==> config.mk <==
export PLATFORM = sky130hd
export DESIGN_NAME = trsc_top
export DESIGN_NICKNAME = d
export VERILOG_FILES = /design/src/rtl/trsc_pkg.sv /design/src/rtl/trsc_top.sv
export SDC_FILE = /design/constraint.sdc
export NUM_CORES = 1
export LEC_CHECK = 0
export ABC_AREA = 1
export BUFFER_PORTS_ARGS = -buffer_cell sky130_fd_sc_hd__buf_2
export CAP_MARGIN = 20
export CELL_PAD_IN_SITES_DETAIL_PLACEMENT = 2
export CELL_PAD_IN_SITES_GLOBAL_PLACEMENT = 2
export CORE_UTILIZATION = 31
export DETAILED_ROUTE_END_ITERATION = 8
export PLACE_DENSITY = 0.93
export SLEW_MARGIN = 10
export SYNTH_ARGS = -nofsm -noshare
export SYNTH_HDL_FRONTEND = slang
export SYNTH_SLANG_ARGS = --single-unit
==> constraint.sdc <==
create_clock -name sys_clk -period 4.29 [get_ports sys_clk]
set_clock_uncertainty 0.2 [all_clocks]
set_input_delay 0.429 -clock sys_clk [delete_from_list [all_inputs] [get_ports sys_clk]]
set_output_delay 0.429 -clock sys_clk [all_outputs]
set_load 0.05 [all_outputs]
==> src/rtl/trsc_pkg.sv <==
// Constants for the top-of-stack register cache.
// Assumes one clock, synchronous active-low reset and an APB master.
package trsc_pkg;
  localparam int DW = 16;
  localparam int AW = 8;
  // Store field codes
  localparam logic [4:0] ST_PUSH = 5'h08;
  localparam logic [4:0] ST_MARKER_UP = 5'h0b;
  localparam logic [4:0] ST_SLOT_LO = 5'h18;
  // Special field codes
  localparam logic [4:0] SP_COUNT_INC = 5'h08;
  localparam logic [4:0] SP_COUNT_DEC = 5'h09;
  localparam logic [4:0] SP_POP = 5'h17;
  // S-bus field codes
  localparam logic [4:0] SB_MARKER_DOWN = 5'h08;
  localparam logic [4:0] SB_SLOT_LO = 5'h18;
  // R-bus field codes
  localparam logic [3:0] RB_SLOT_LO = 4'h8;
  localparam logic [3:0] RB_SLOT_HI = 4'ha;
  // Register map (byte addresses)
  localparam logic [AW-1:0] ADDR_COUNT = 8'h00;
  localparam logic [AW-1:0] ADDR_STACK_TOP = 8'h04;
  localparam logic [AW-1:0] ADDR_SLOT0 = 8'h08;
  localparam logic [AW-1:0] ADDR_SLOT3 = 8'h14;
  localparam int NAME_LSB = 4;
  localparam logic [2:0] COUNT_MAX = 3'h4;
  localparam logic [2:0] COUNT_RST = 3'h0;
  localparam logic [1:0] NAME_RST = 2'h0;
  localparam logic [DW-1:0] STACK_TOP_RST = 16'h0000;
endpackage : trsc_pkg

==> src/rtl/trsc_top.sv <==
// Top-of-stack register cache: four renamed slots, count and stack top.
// Assumes microinstruction fields are valid every clock; APB zero-wait.
//
// The register offsets and the APB interface to the registers were chosen for this implementation.
`timescale 1ns/100ps
module trsc_top (
  input wire logic sys_clk,
  input wire logic rst_n,
  input wire logic psel,
  input wire logic penable,
  input wire logic pwrite,
  input wire logic [trsc_pkg::AW-1:0] paddr,
  input wire logic [31:0] pwdata,
  output logic [31:0] prdata,
  output logic pready,
  output logic pslverr,
  input wire logic [4:0] storeCode,
  input wire logic [4:0] specialCode,
  input wire logic [4:0] sBusSel,
  input wire logic [3:0] rBusSel,
  input wire logic [trsc_pkg::DW-1:0] storeBus,
  output logic [trsc_pkg::DW-1:0] rBusReg,
  output logic [trsc_pkg::DW-1:0] sBusReg,
  output logic [trsc_pkg::DW-1:0] memoryStackTop,
  output logic [2:0] cachedCount
);
  // ----------------------------------------------------------------
  // State
  // ----------------------------------------------------------------
  logic [trsc_pkg::DW-1:0] slotQ [4];
  logic [2:0] countQ;
  logic [1:0] nameQ;
  logic [1:0] tmpBaseQ;
  logic tmpValidQ;
  logic [trsc_pkg::DW-1:0] stackTopQ;
  logic [trsc_pkg::DW-1:0] rBusQ;
  logic [trsc_pkg::DW-1:0] sBusQ;

  // ----------------------------------------------------------------
  // Decode
  // ----------------------------------------------------------------
  wire isPush = storeCode == trsc_pkg::ST_PUSH;
  wire isUp = storeCode == trsc_pkg::ST_MARKER_UP;
  wire isPop = specialCode == trsc_pkg::SP_POP;
  wire isInc = specialCode == trsc_pkg::SP_COUNT_INC;
  wire isDec = specialCode == trsc_pkg::SP_COUNT_DEC;
  wire isDown = sBusSel == trsc_pkg::SB_MARKER_DOWN;
  wire stSlot = storeCode[4:2] == trsc_pkg::ST_SLOT_LO[4:2];
  wire sbSlot = sBusSel[4:2] == trsc_pkg::SB_SLOT_LO[4:2];
  wire rbSlot = rBusSel >= trsc_pkg::RB_SLOT_LO &&
    rBusSel <= trsc_pkg::RB_SLOT_HI;
  wire [1:0] tempName = nameQ + countQ[1:0];
  wire [1:0] lowSlot = tempName - 2'h1;
  wire [1:0] readBase = tmpValidQ ? tmpBaseQ : nameQ;
  wire [1:0] storeBase = isDown ? tempName : nameQ;
  wire [1:0] pushIdx = nameQ + 2'h3;
  wire [1:0] stIdx = storeBase + ~storeCode[1:0];
  wire [1:0] sIdx = readBase + ~sBusSel[1:0];
  wire [1:0] rIdx = readBase + ~rBusSel[1:0];
  wire slotWr = isPush | isUp | stSlot;
  wire [1:0] slotIdx = isPush ? pushIdx :
    (isUp ? tempName : stIdx);

  // ----------------------------------------------------------------
  // APB slave
  // ----------------------------------------------------------------
  wire apbAcc = psel & penable;
  wire hitCount = paddr == trsc_pkg::ADDR_COUNT;
  wire hitTop = paddr == trsc_pkg::ADDR_STACK_TOP;
  wire hitSlot = paddr >= trsc_pkg::ADDR_SLOT0 &&
    paddr <= trsc_pkg::ADDR_SLOT3 && paddr[1:0] == 2'h0;
  wire [1:0] apbSlot = 2'(paddr[3:2] - trsc_pkg::ADDR_SLOT0[3:2]);
  wire mapped = hitCount | hitTop | hitSlot;
  wire wrCount = apbAcc & pwrite & hitCount;
  wire wrTop = apbAcc & pwrite & hitTop;
  wire [2:0] wrCountVal = pwdata[2:0] > trsc_pkg::COUNT_MAX ?
    trsc_pkg::COUNT_MAX : pwdata[2:0];
  wire [31:0] rdCount = {26'h0, nameQ, 1'b0, countQ};
  wire [31:0] rdData = hitCount ? rdCount :
    (hitTop ? {16'h0, stackTopQ} :
    (hitSlot ? {16'h0, slotQ[apbSlot]} : 32'h0));
  assign pready = 1'b1;
  assign pslverr = apbAcc & ~mapped;
  assign prdata = rdData;

  // ----------------------------------------------------------------
  // Count and names
  // ----------------------------------------------------------------
  wire cntUp = (isPush | isInc) & ~(isPop | isDec);
  wire cntDn = (isPop | isDec) & ~(isPush | isInc);
  logic [2:0] countD;
  logic [1:0] nameD;
  always_comb
  begin
    countD = countQ;
    if (wrCount)
    begin
      countD = wrCountVal;
    end
    else if (cntUp && countQ != trsc_pkg::COUNT_MAX)
    begin
      countD = countQ + 3'h1;
    end
    else if (cntDn && countQ != 3'h0)
    begin
      countD = countQ - 3'h1;
    end
    nameD = nameQ;
    if (isPush)
    begin
      nameD = nameQ - 2'h1;
    end
    else if (isPop)
    begin
      nameD = nameQ + 2'h1;
    end
  end

  always_ff @(posedge sys_clk)
  begin
    if (!rst_n)
    begin
      countQ <= trsc_pkg::COUNT_RST;
      nameQ <= trsc_pkg::NAME_RST;
      tmpValidQ <= 1'b0;
      tmpBaseQ <= trsc_pkg::NAME_RST;
    end
    else
    begin
      countQ <= countD;
      nameQ <= nameD;
      tmpValidQ <= isUp;
      tmpBaseQ <= tempName;
    end
  end

  // ----------------------------------------------------------------
  // Slots, stack top and bus registers
  // ----------------------------------------------------------------
  always_ff @(posedge sys_clk)
  begin
    if (!rst_n)
    begin
      slotQ <= '{default: '0};
    end
    else if (slotWr)
    begin
      slotQ[slotIdx] <= storeBus;
    end
  end

  always_ff @(posedge sys_clk)
  begin
    if (!rst_n)
    begin
      stackTopQ <= trsc_pkg::STACK_TOP_RST;
    end
    else if (wrTop)
    begin
      stackTopQ <= pwdata[trsc_pkg::DW-1:0];
    end
    else if (isUp)
    begin
      stackTopQ <= stackTopQ - 16'h0001;
    end
  end

  always_ff @(posedge sys_clk)
  begin
    if (!rst_n)
    begin
      rBusQ <= '0;
      sBusQ <= '0;
    end
    else
    begin
      if (rbSlot)
      begin
        rBusQ <= slotQ[rIdx];
      end
      if (isDown)
      begin
        sBusQ <= slotQ[lowSlot];
      end
      else if (sbSlot)
      begin
        sBusQ <= slotQ[sIdx];
      end
    end
  end

  assign rBusReg = rBusQ;
  assign sBusReg = sBusQ;
  assign memoryStackTop = stackTopQ;
  assign cachedCount = countQ;

  // ----------------------------------------------------------------
  // Assertions
  // ----------------------------------------------------------------
  wire quiet = ~wrCount & ~wrTop;

  property p_count_range;
    @(posedge sys_clk) disable iff (!rst_n)
    countQ <= trsc_pkg::COUNT_MAX;
  endproperty
  a_count_range: assert property (p_count_range)
    else $error("cached count above four");

  property p_push_count;
    @(posedge sys_clk) disable iff (!rst_n)
    (isPush && !isPop && !isDec && quiet && countQ < 3'h4)
      |=> countQ == $past(countQ) + 3'h1;
  endproperty
  a_push_count: assert property (p_push_count)
    else $error("push did not raise count");

  property p_push_name;
    @(posedge sys_clk) disable iff (!rst_n)
    isPush |=> nameQ == 2'($past(nameQ) - 2'h1);
  endproperty
  a_push_name: assert property (p_push_name)
    else $error("push rotation wrong");

  property p_push_data;
    @(posedge sys_clk) disable iff (!rst_n)
    isPush |=> slotQ[nameQ] == $past(storeBus);
  endproperty
  a_push_data: assert property (p_push_data)
    else $error("pushed value is not on top");

  property p_pop;
    @(posedge sys_clk) disable iff (!rst_n)
    (isPop && !isPush && !isInc && quiet && countQ != 3'h0)
      |=> countQ == $past(countQ) - 3'h1 &&
        nameQ == 2'($past(nameQ) + 2'h1);
  endproperty
  a_pop: assert property (p_pop)
    else $error("pop count or rotation wrong");

  property p_up_top;
    @(posedge sys_clk) disable iff (!rst_n)
    (isUp && !wrTop) |=> stackTopQ == $past(stackTopQ) - 16'h0001;
  endproperty
  a_up_top: assert property (p_up_top)
    else $error("stack top did not drop");

  property p_up_slot;
    @(posedge sys_clk) disable iff (!rst_n)
    isUp |=> slotQ[$past(tempName)] == $past(storeBus) && tmpValidQ;
  endproperty
  a_up_slot: assert property (p_up_slot)
    else $error("marker-up slot wrong");

  property p_down_src;
    @(posedge sys_clk) disable iff (!rst_n)
    isDown |=> sBusQ == $past(slotQ[lowSlot]);
  endproperty
  a_down_src: assert property (p_down_src)
    else $error("marker-down source wrong");

  property p_down_revert;
    @(posedge sys_clk) disable iff (!rst_n)
    (isDown && !isUp) |=> !tmpValidQ;
  endproperty
  a_down_revert: assert property (p_down_revert)
    else $error("names not restored after marker-down");

  property p_empty;
    @(posedge sys_clk) disable iff (!rst_n)
    (countQ == 3'h0 && !cntUp && !wrCount) |=> countQ == 3'h0;
  endproperty
  a_empty: assert property (p_empty)
    else $error("count left zero without increment");

  property p_down_store;
    @(posedge sys_clk) disable iff (!rst_n)
    (isDown && storeCode == trsc_pkg::ST_SLOT_LO)
      |=> slotQ[$past(lowSlot)] == $past(storeBus);
  endproperty
  a_down_store: assert property (p_down_store)
    else $error("store beside marker-down missed temporary name");

  property p_scratch_store;
    @(posedge sys_clk) disable iff (!rst_n)
    (storeCode == trsc_pkg::ST_SLOT_LO && !isDown)
      |=> slotQ[2'($past(nameQ) - 2'h1)] == $past(storeBus);
  endproperty
  a_scratch_store: assert property (p_scratch_store)
    else $error("store field missed the slot named fourth");

  property p_read_temp;
    @(posedge sys_clk) disable iff (!rst_n)
    (tmpValidQ && sBusSel == trsc_pkg::SB_SLOT_LO + 5'h3)
      |=> sBusQ == $past(slotQ[tmpBaseQ]);
  endproperty
  a_read_temp: assert property (p_read_temp)
    else $error("read after marker-up ignored temporary name");

  property p_read_rd;
    @(posedge sys_clk) disable iff (!rst_n)
    (!tmpValidQ && rBusSel == trsc_pkg::RB_SLOT_LO)
      |=> rBusQ == $past(slotQ[2'(nameQ - 2'h1)]);
  endproperty
  a_read_rd: assert property (p_read_rd)
    else $error("r bus read missed the slot named fourth");

  property p_name_hold;
    @(posedge sys_clk) disable iff (!rst_n)
    (!isPush && !isPop) |=> nameQ == $past(nameQ);
  endproperty
  a_name_hold: assert property (p_name_hold)
    else $error("names moved without push or pop");
endmodule : trsc_top

* Word level (Yosys, flattened, before mapping)
Index checks and enable logic that the tools add are counted.
Word-level totals: register bits 120, bits of input ports 80, output and inout bits 85, word-level logic and storage cells 113
Operators by class: $add $sub $neg 12, order comparisons 11, equality and inequality tests 10, multiplexer cells 32, bitwise logic cells 24, reductions and logical operators 13
Operators with widths (count):
- 16-bit 2-to-1 mux | 16
- 16-bit binary-select mux with 2-bit select | 4
- 64-bit bitwise mux | 1
- 16-bit demux with 2-bit select | 1
- 5-bit by 4-bit == test with 1-bit output (second input constant) | 5
- 16-bit by 1-bit subtractor with 16-bit output (second input constant) | 1
- 3-bit greater-or-equal comparator (second input constant) | 5
- 2-bit NOT with 3-bit output | 5
- 2-bit 2-to-1 mux | 6
- 3-bit 2-to-1 mux | 4
- 2-bit adder | 4
- 8-bit by 3-bit == test with 1-bit output (second input constant) | 1
- 8-bit by 4-bit greater-or-equal comparator with 1-bit output (second input constant) | 1
- 8-bit by 5-bit less-or-equal comparator with 1-bit output (second input constant) | 1
- 8-bit zero test | 1
- 1-bit AND | 7
- 3-bit == test (second input constant) | 2
- 1-bit logical AND | 6
- 2-bit NOT | 3
- 1-bit OR | 6
- 2-bit nonzero test | 3
- 3-bit nonzero test | 2
- 5-bit == test (second input constant) | 1
- 4-bit greater-or-equal comparator (second input constant) | 1
- other kinds (12) | 15

* Longest topological paths before layout
depth after elaboration 11, mapped depth 18, gate-level depth less buffers 15

* Least setup slack after synthesis
No wires, ideal clock.
kind register to register, start register countQ[0] (netlist: cachedCount[0]), end register slotQ[32] in the netlist's numbering, setup time 115 ps, data arrival time 2533 ps, data required time 3975 ps, setup slack 1442 ps, stages on the path, launching flop included 15, path buffers 2, cells stage by stage dfxtp_1 -> ha_1 -> clkbuf_1 -> nand2_1 -> o21ai_0 -> ha_1 -> xnor2_1 -> inv_1 -> nand3_1 -> nand3_1 -> nand2_4 -> nand2_4 -> buf_4 -> a21oi_1 -> nor2_1
On the way: word-level cells in the longest chain between the ends 11
RTL lines:
- from (decl) | RTL line trsc_top.sv:31 | logic [2:0] countQ;
- from (signal assigned) | RTL line trsc_top.sv:123 | countQ <= trsc_pkg::COUNT_RST;
- from (signal assigned) | RTL line trsc_top.sv:130 | countQ <= countD;
- 2-bit adder * | RTL line trsc_top.sv:52 | wire [1:0] tempName = nameQ + countQ[1:0];
- via tempName[0] | RTL line trsc_top.sv:52
- 2-bit 2-to-1 mux | RTL line trsc_top.sv:55 | wire [1:0] storeBase = isDown ? tempName : nameQ;
- 2-bit adder | RTL line trsc_top.sv:57 | wire [1:0] stIdx = storeBase + ~storeCode[1:0];
- 2-bit 2-to-1 mux * | RTL line trsc_top.sv:62 | (isUp ? tempName : stIdx);
- 2-bit 2-to-1 mux * | RTL line trsc_top.sv:61 | wire [1:0] slotIdx = isPush ? pushIdx :
- 2-bit NOT with 3-bit output (implied by the code) * | RTL line trsc_top.sv:148 | slotQ[slotIdx] <= storeBus;
- 3-bit greater-or-equal comparator (implied by the code) or 3-bit by 1-bit < comparator with 1-bit output (tied branches) | RTL line trsc_top.sv:148
- 1-bit logical AND (implied by the code) | RTL line trsc_top.sv:148
- 16-bit 2-to-1 mux (implied by the code) | RTL line trsc_top.sv:148
- 16-bit demux with 2-bit select * | RTL line trsc_top.sv:148
- 64-bit bitwise mux * | RTL line trsc_top.sv:148
- to (signal, indexed assignment) | RTL line trsc_top.sv:148
- to (decl) | RTL line trsc_top.sv:30 | logic [trsc_pkg::DW-1:0] slotQ [4];
The timed path passes the listed nets; every way through them passes the cells marked *. A chain may end at the register's enable or synchronous reset.

* Worst setup path in the final report
start register countQ[0] (netlist: cachedCount[0]), end register slotQ[50] in the netlist's numbering
The elaborated chain is that of the path after synthesis.

==> impl_summary.log <==
[metrics] area added between synthesis and finish: 17.5%
[metrics] reg-to-reg startpoint: cachedCount[0]
[metrics] post-CTS setup buffer count: 0
[metrics] type of the most critical hold path: in -> reg
[metrics] most common cell in the synthesized netlist: sky130_fd_sc_hd__nand2_1
[metrics] count of cells along the worst register-to-register path: 12
[metrics] number of ports placed on the die boundary: 165
[metrics] worst setup slack after layout: 741 ps
[metrics] sum of overflow across all layers after global routing: 0
[metrics] Setup TNS Final: 0 ps
[metrics] final-report setup violation count: 0
[metrics] H-tree depth: 4
[metrics] number of buffers created by CTS: 17
[metrics] clock slew at reported path FFs: around 60 ps
[metrics] vias in the first global route: between 10000 and 15000
[metrics] cell area after synthesis: 7980 µm²
[metrics] Worst Hold End: slotQ[25]
[metrics] mean number of vias per cell: 5.75
[metrics] horizontal die dimension: roughly 160 µm
[metrics] count of hold buffers inserted by post-cts repair: 0
[metrics] number of max-cap violations: 0
[metrics] number of flip-flops and latches in the synthesized netlist: 120
[metrics] WS Path Type: reg -> reg
[metrics] endpoints failing hold: 0
[metrics] sequential element share of the synthesized area: 0.301
[metrics] time the final worst path needs with I/O delays and setup: 3550 ps
[metrics] clk_lat worst skew: between 400 and 500 ps
[metrics] maximum number of pins on one net before global-route repair: 65
[metrics] Yosys warnings: 0
[metrics] Fmax: 0.282 GHz
[metrics] layout filler cell count: slightly above 3000
[metrics] Post-Layout Inst Area: 9380 µm²
[metrics] die area: 26400 µm²
[metrics] r2r endpoint: slotQ[50]
[metrics] GRT Total Usage: 0.335
[metrics] first-pass detailed-route iteration total: 5
[metrics] clock tree from TritonCTS: done
[metrics] clock root buffer master: sky130_fd_sc_hd__clkbuf_16
[metrics] most common flop cell mapped by yosys: sky130_fd_sc_hd__dfxtp_1
[metrics] count of flip-flops with a built-in enable after synthesis: 0
[metrics] starting density of the core: 0.316
[metrics] num rows: 58
[metrics] number of port buffers: around 130
[metrics] WL/cell: 24.8 µm
[metrics] critical path arrival: 3670 ps
[metrics] number of instances in the synthesized netlist: 1317
[metrics] fraction of final layout cells sized beyond drive strength 1: 0.140
[metrics] launch point of the worst hold path: storeBus[9]
[metrics] Yosys top cell by area: sky130_fd_sc_hd__dfxtp_1
[metrics] CP Capture Type: flop
[metrics] core outline area: roughly 25000 µm²
[metrics] type of element launching the critical path: flop
[metrics] number of nets with antenna violations after routing: 0
[metrics] height of the die: 162 µm
[metrics] measured slew at the worst slew-check pin: 1100 ps
[metrics] post-route fraction of the period consumed by the critical path: 0.827
[metrics] antenna violations before repair: 1
[metrics] Hold Slack: roughly 73 ps
[metrics] async set-or-reset flop fraction in the synthesized netlist: 0
[metrics] global placer's final weighted congestion: 0.864
[metrics] minimum setup slack after placement: 979 ps
[metrics] tightest slew margin relative to the limit: 0.263
[metrics] list of most frequent post-synthesis cells: 277 x sky130_fd_sc_hd__nand2_1, 179 x sky130_fd_sc_hd__inv_1, 176 x sky130_fd_sc_hd__nor2_1
[metrics] wire length of the first global-routing pass: 66700 µm
[metrics] outcome: complete, no violations
[metrics] Hold Crit Depth: 3
[metrics] post-cts repair resize count: 0
[metrics] largest fanout of any net on the critical path: 64
[metrics] reg-to-reg slack, setup: around 740 ps
[metrics] fraction of synthesized cell area taken by the top area cell type: 0.301
[metrics] cell area after placement: 8770 µm²
[metrics] area of combinational cells with multiple inputs: 4460 µm²
[metrics] Sequential Area: 2400 µm²
[metrics] total number of clock tree sinks: 120
[metrics] detailed-route wire length: approximately 43000 µm
[metrics] number of distinct library cells after synthesis: 42
[metrics] HPWL after DPL: 27700 µm
[metrics] DRC violation count after routing: 0
[metrics] unrepaired setup endpoints after global routing: false
[metrics] DR iter-0 viols: roughly 920
[metrics] leakage power figure: 4.43 nW
[metrics] max-slew violation total from the final report: 0
[metrics] number of buffers between clock root and the deepest sink: 2
[metrics] Vias: 10100
[metrics] average size of a mapped cell: about 6.1 µm²
[metrics] final-stage net count: 1497
[metrics] worst IR drop on VDD: 0.000324 V
[metrics] Data required, critical path: approximately 4400 ps
[metrics] ranking of synthesized cells by area: sky130_fd_sc_hd__dfxtp_1 30%, sky130_fd_sc_hd__nand2_1 13%, sky130_fd_sc_hd__o21ai_0 9.0%, sky130_fd_sc_hd__inv_1 8.4%, sky130_fd_sc_hd__a21oi_1 8.4%
[metrics] pwr dens: 380 nW/µm²
## cell families after synthesis
group	count (synthesis)	synth area share
simple gates	559	0.290
xor+xnor	14	0.0154
compound gates	339	0.234
buf+inv	277	0.149
flops	120	0.301
fa+ha+maj	6	0.0103
other cells	2	0.000941
## registers in the layout (all words and copies together), names as in the netlist
| signal | flops |
|---|---|
| tmpValidQ | 1 |
| nameQ | 2 |
| rBusReg | 16 |
| cachedCount | 3 |
| tmpBaseQ | 2 |
| slotQ | 64 |
| memoryStackTop | 16 |
| sBusReg | 16 |
## power by group
group	total (mW)	leakage, nW	internal [mW]	switching (mW)
Clock	1.57	0.292	0.941	0.625
Sequential	1.22	0.974	1.16	0.0526
Combinational	0.777	3.17	0.180	0.597
## area by class of cell
| class | instances | share of cell area |
|---|---|---|
| Tap cell | 330 | 0.0440 |
| Antenna cell | 2 | 0.000534 |
| Multi-Input combinational cell | 935 | 0.475 |
| Clock buffer | 20 | 0.0487 |
| Inverter | 189 | 0.0757 |
| Timing Repair Buffer | 148 | 0.0835 |
| Sequential cell | 120 | 0.256 |
| Clock inverter | 12 | 0.0160 |
## critical path: stages (launching register included)
cell and delay [ps]:
sky130_fd_sc_hd__dfxtp_1 370, sky130_fd_sc_hd__ha_1 760, sky130_fd_sc_hd__nand2_1 120, sky130_fd_sc_hd__o21ai_0 150
sky130_fd_sc_hd__ha_1 250, sky130_fd_sc_hd__xnor2_1 150, sky130_fd_sc_hd__nand3_1 140, sky130_fd_sc_hd__nand3_1 130
sky130_fd_sc_hd__nand2_4 100, sky130_fd_sc_hd__nand2_4 510, sky130_fd_sc_hd__nand3_1 230, sky130_fd_sc_hd__nand2_1 160
sky130_fd_sc_hd__nor2_1 70
## cells in the final DEF (no fill, tap or decap), types with 3 or more instances in the layout
cell,count
sky130_fd_sc_hd__nand2_1,277
sky130_fd_sc_hd__inv_1,179
sky130_fd_sc_hd__nor2_1,175
sky130_fd_sc_hd__o21ai_0,143
sky130_fd_sc_hd__a21oi_1,134
sky130_fd_sc_hd__buf_2,131
sky130_fd_sc_hd__dfxtp_1,120
sky130_fd_sc_hd__nand3_1,80
sky130_fd_sc_hd__o221ai_1,21
sky130_fd_sc_hd__conb_1,17
sky130_fd_sc_hd__clkbuf_16,17
sky130_fd_sc_hd__buf_4,17
sky130_fd_sc_hd__o211ai_1,13
sky130_fd_sc_hd__o22ai_1,12
sky130_fd_sc_hd__xor2_1,11
sky130_fd_sc_hd__inv_2,6
sky130_fd_sc_hd__nand4_1,6
sky130_fd_sc_hd__nor3_1,5
sky130_fd_sc_hd__a22oi_1,5
sky130_fd_sc_hd__ha_1,5
sky130_fd_sc_hd__clkinv_1,4
sky130_fd_sc_hd__clkinv_2,4
sky130_fd_sc_hd__a31oi_1,3
sky130_fd_sc_hd__bufinv_16,3
sky130_fd_sc_hd__clkinvlp_4,3
## worst max path at each step
stage | endpoint | cells after the start | slack (ps) | from
6_report | slotQ[50] | 12 | 740 | cachedCount[0]
5_1_grt | slotQ[50] | 12 | 690 | cachedCount[0]
4_1_cts | slotQ[50] | 12 | 830 | cachedCount[0]
3_5_place_dp | slotQ[59] | 15 | 980 | sBusSel[4]
3_3_place_gp | slotQ[32] | 16 | 1220 | sBusSel[4]
2_1_floorplan | slotQ[32] | 14 | 1440 | cachedCount[0]
## routing by layer
metal,up-vias,track usage,share of wire
met5,-,0,0
met4,0,0.169,0.038
met3,141,0.0647,0.066
met2,486,0.554,0.48
met1,5067,0.412,0.42
li1,4407,-,-
## metrics by stage
| step | power (mW) | instances | utilization |
|---|---|---|---|
| 5_1_grt | 3.66 | 1755 | 0.371 |
| 6_report | 3.56 | 1756 | 0.371 |
| 3_5_place_dp | 1.96 | 1722 | 0.347 |
| 2_1_floorplan | 1.72 | 1332 | - |
| 3_3_place_gp | 1.90 | 1722 | 0.347 |
| 4_1_cts | 3.55 | 1754 | 0.371 |
(Power assumes the default switching activity.)
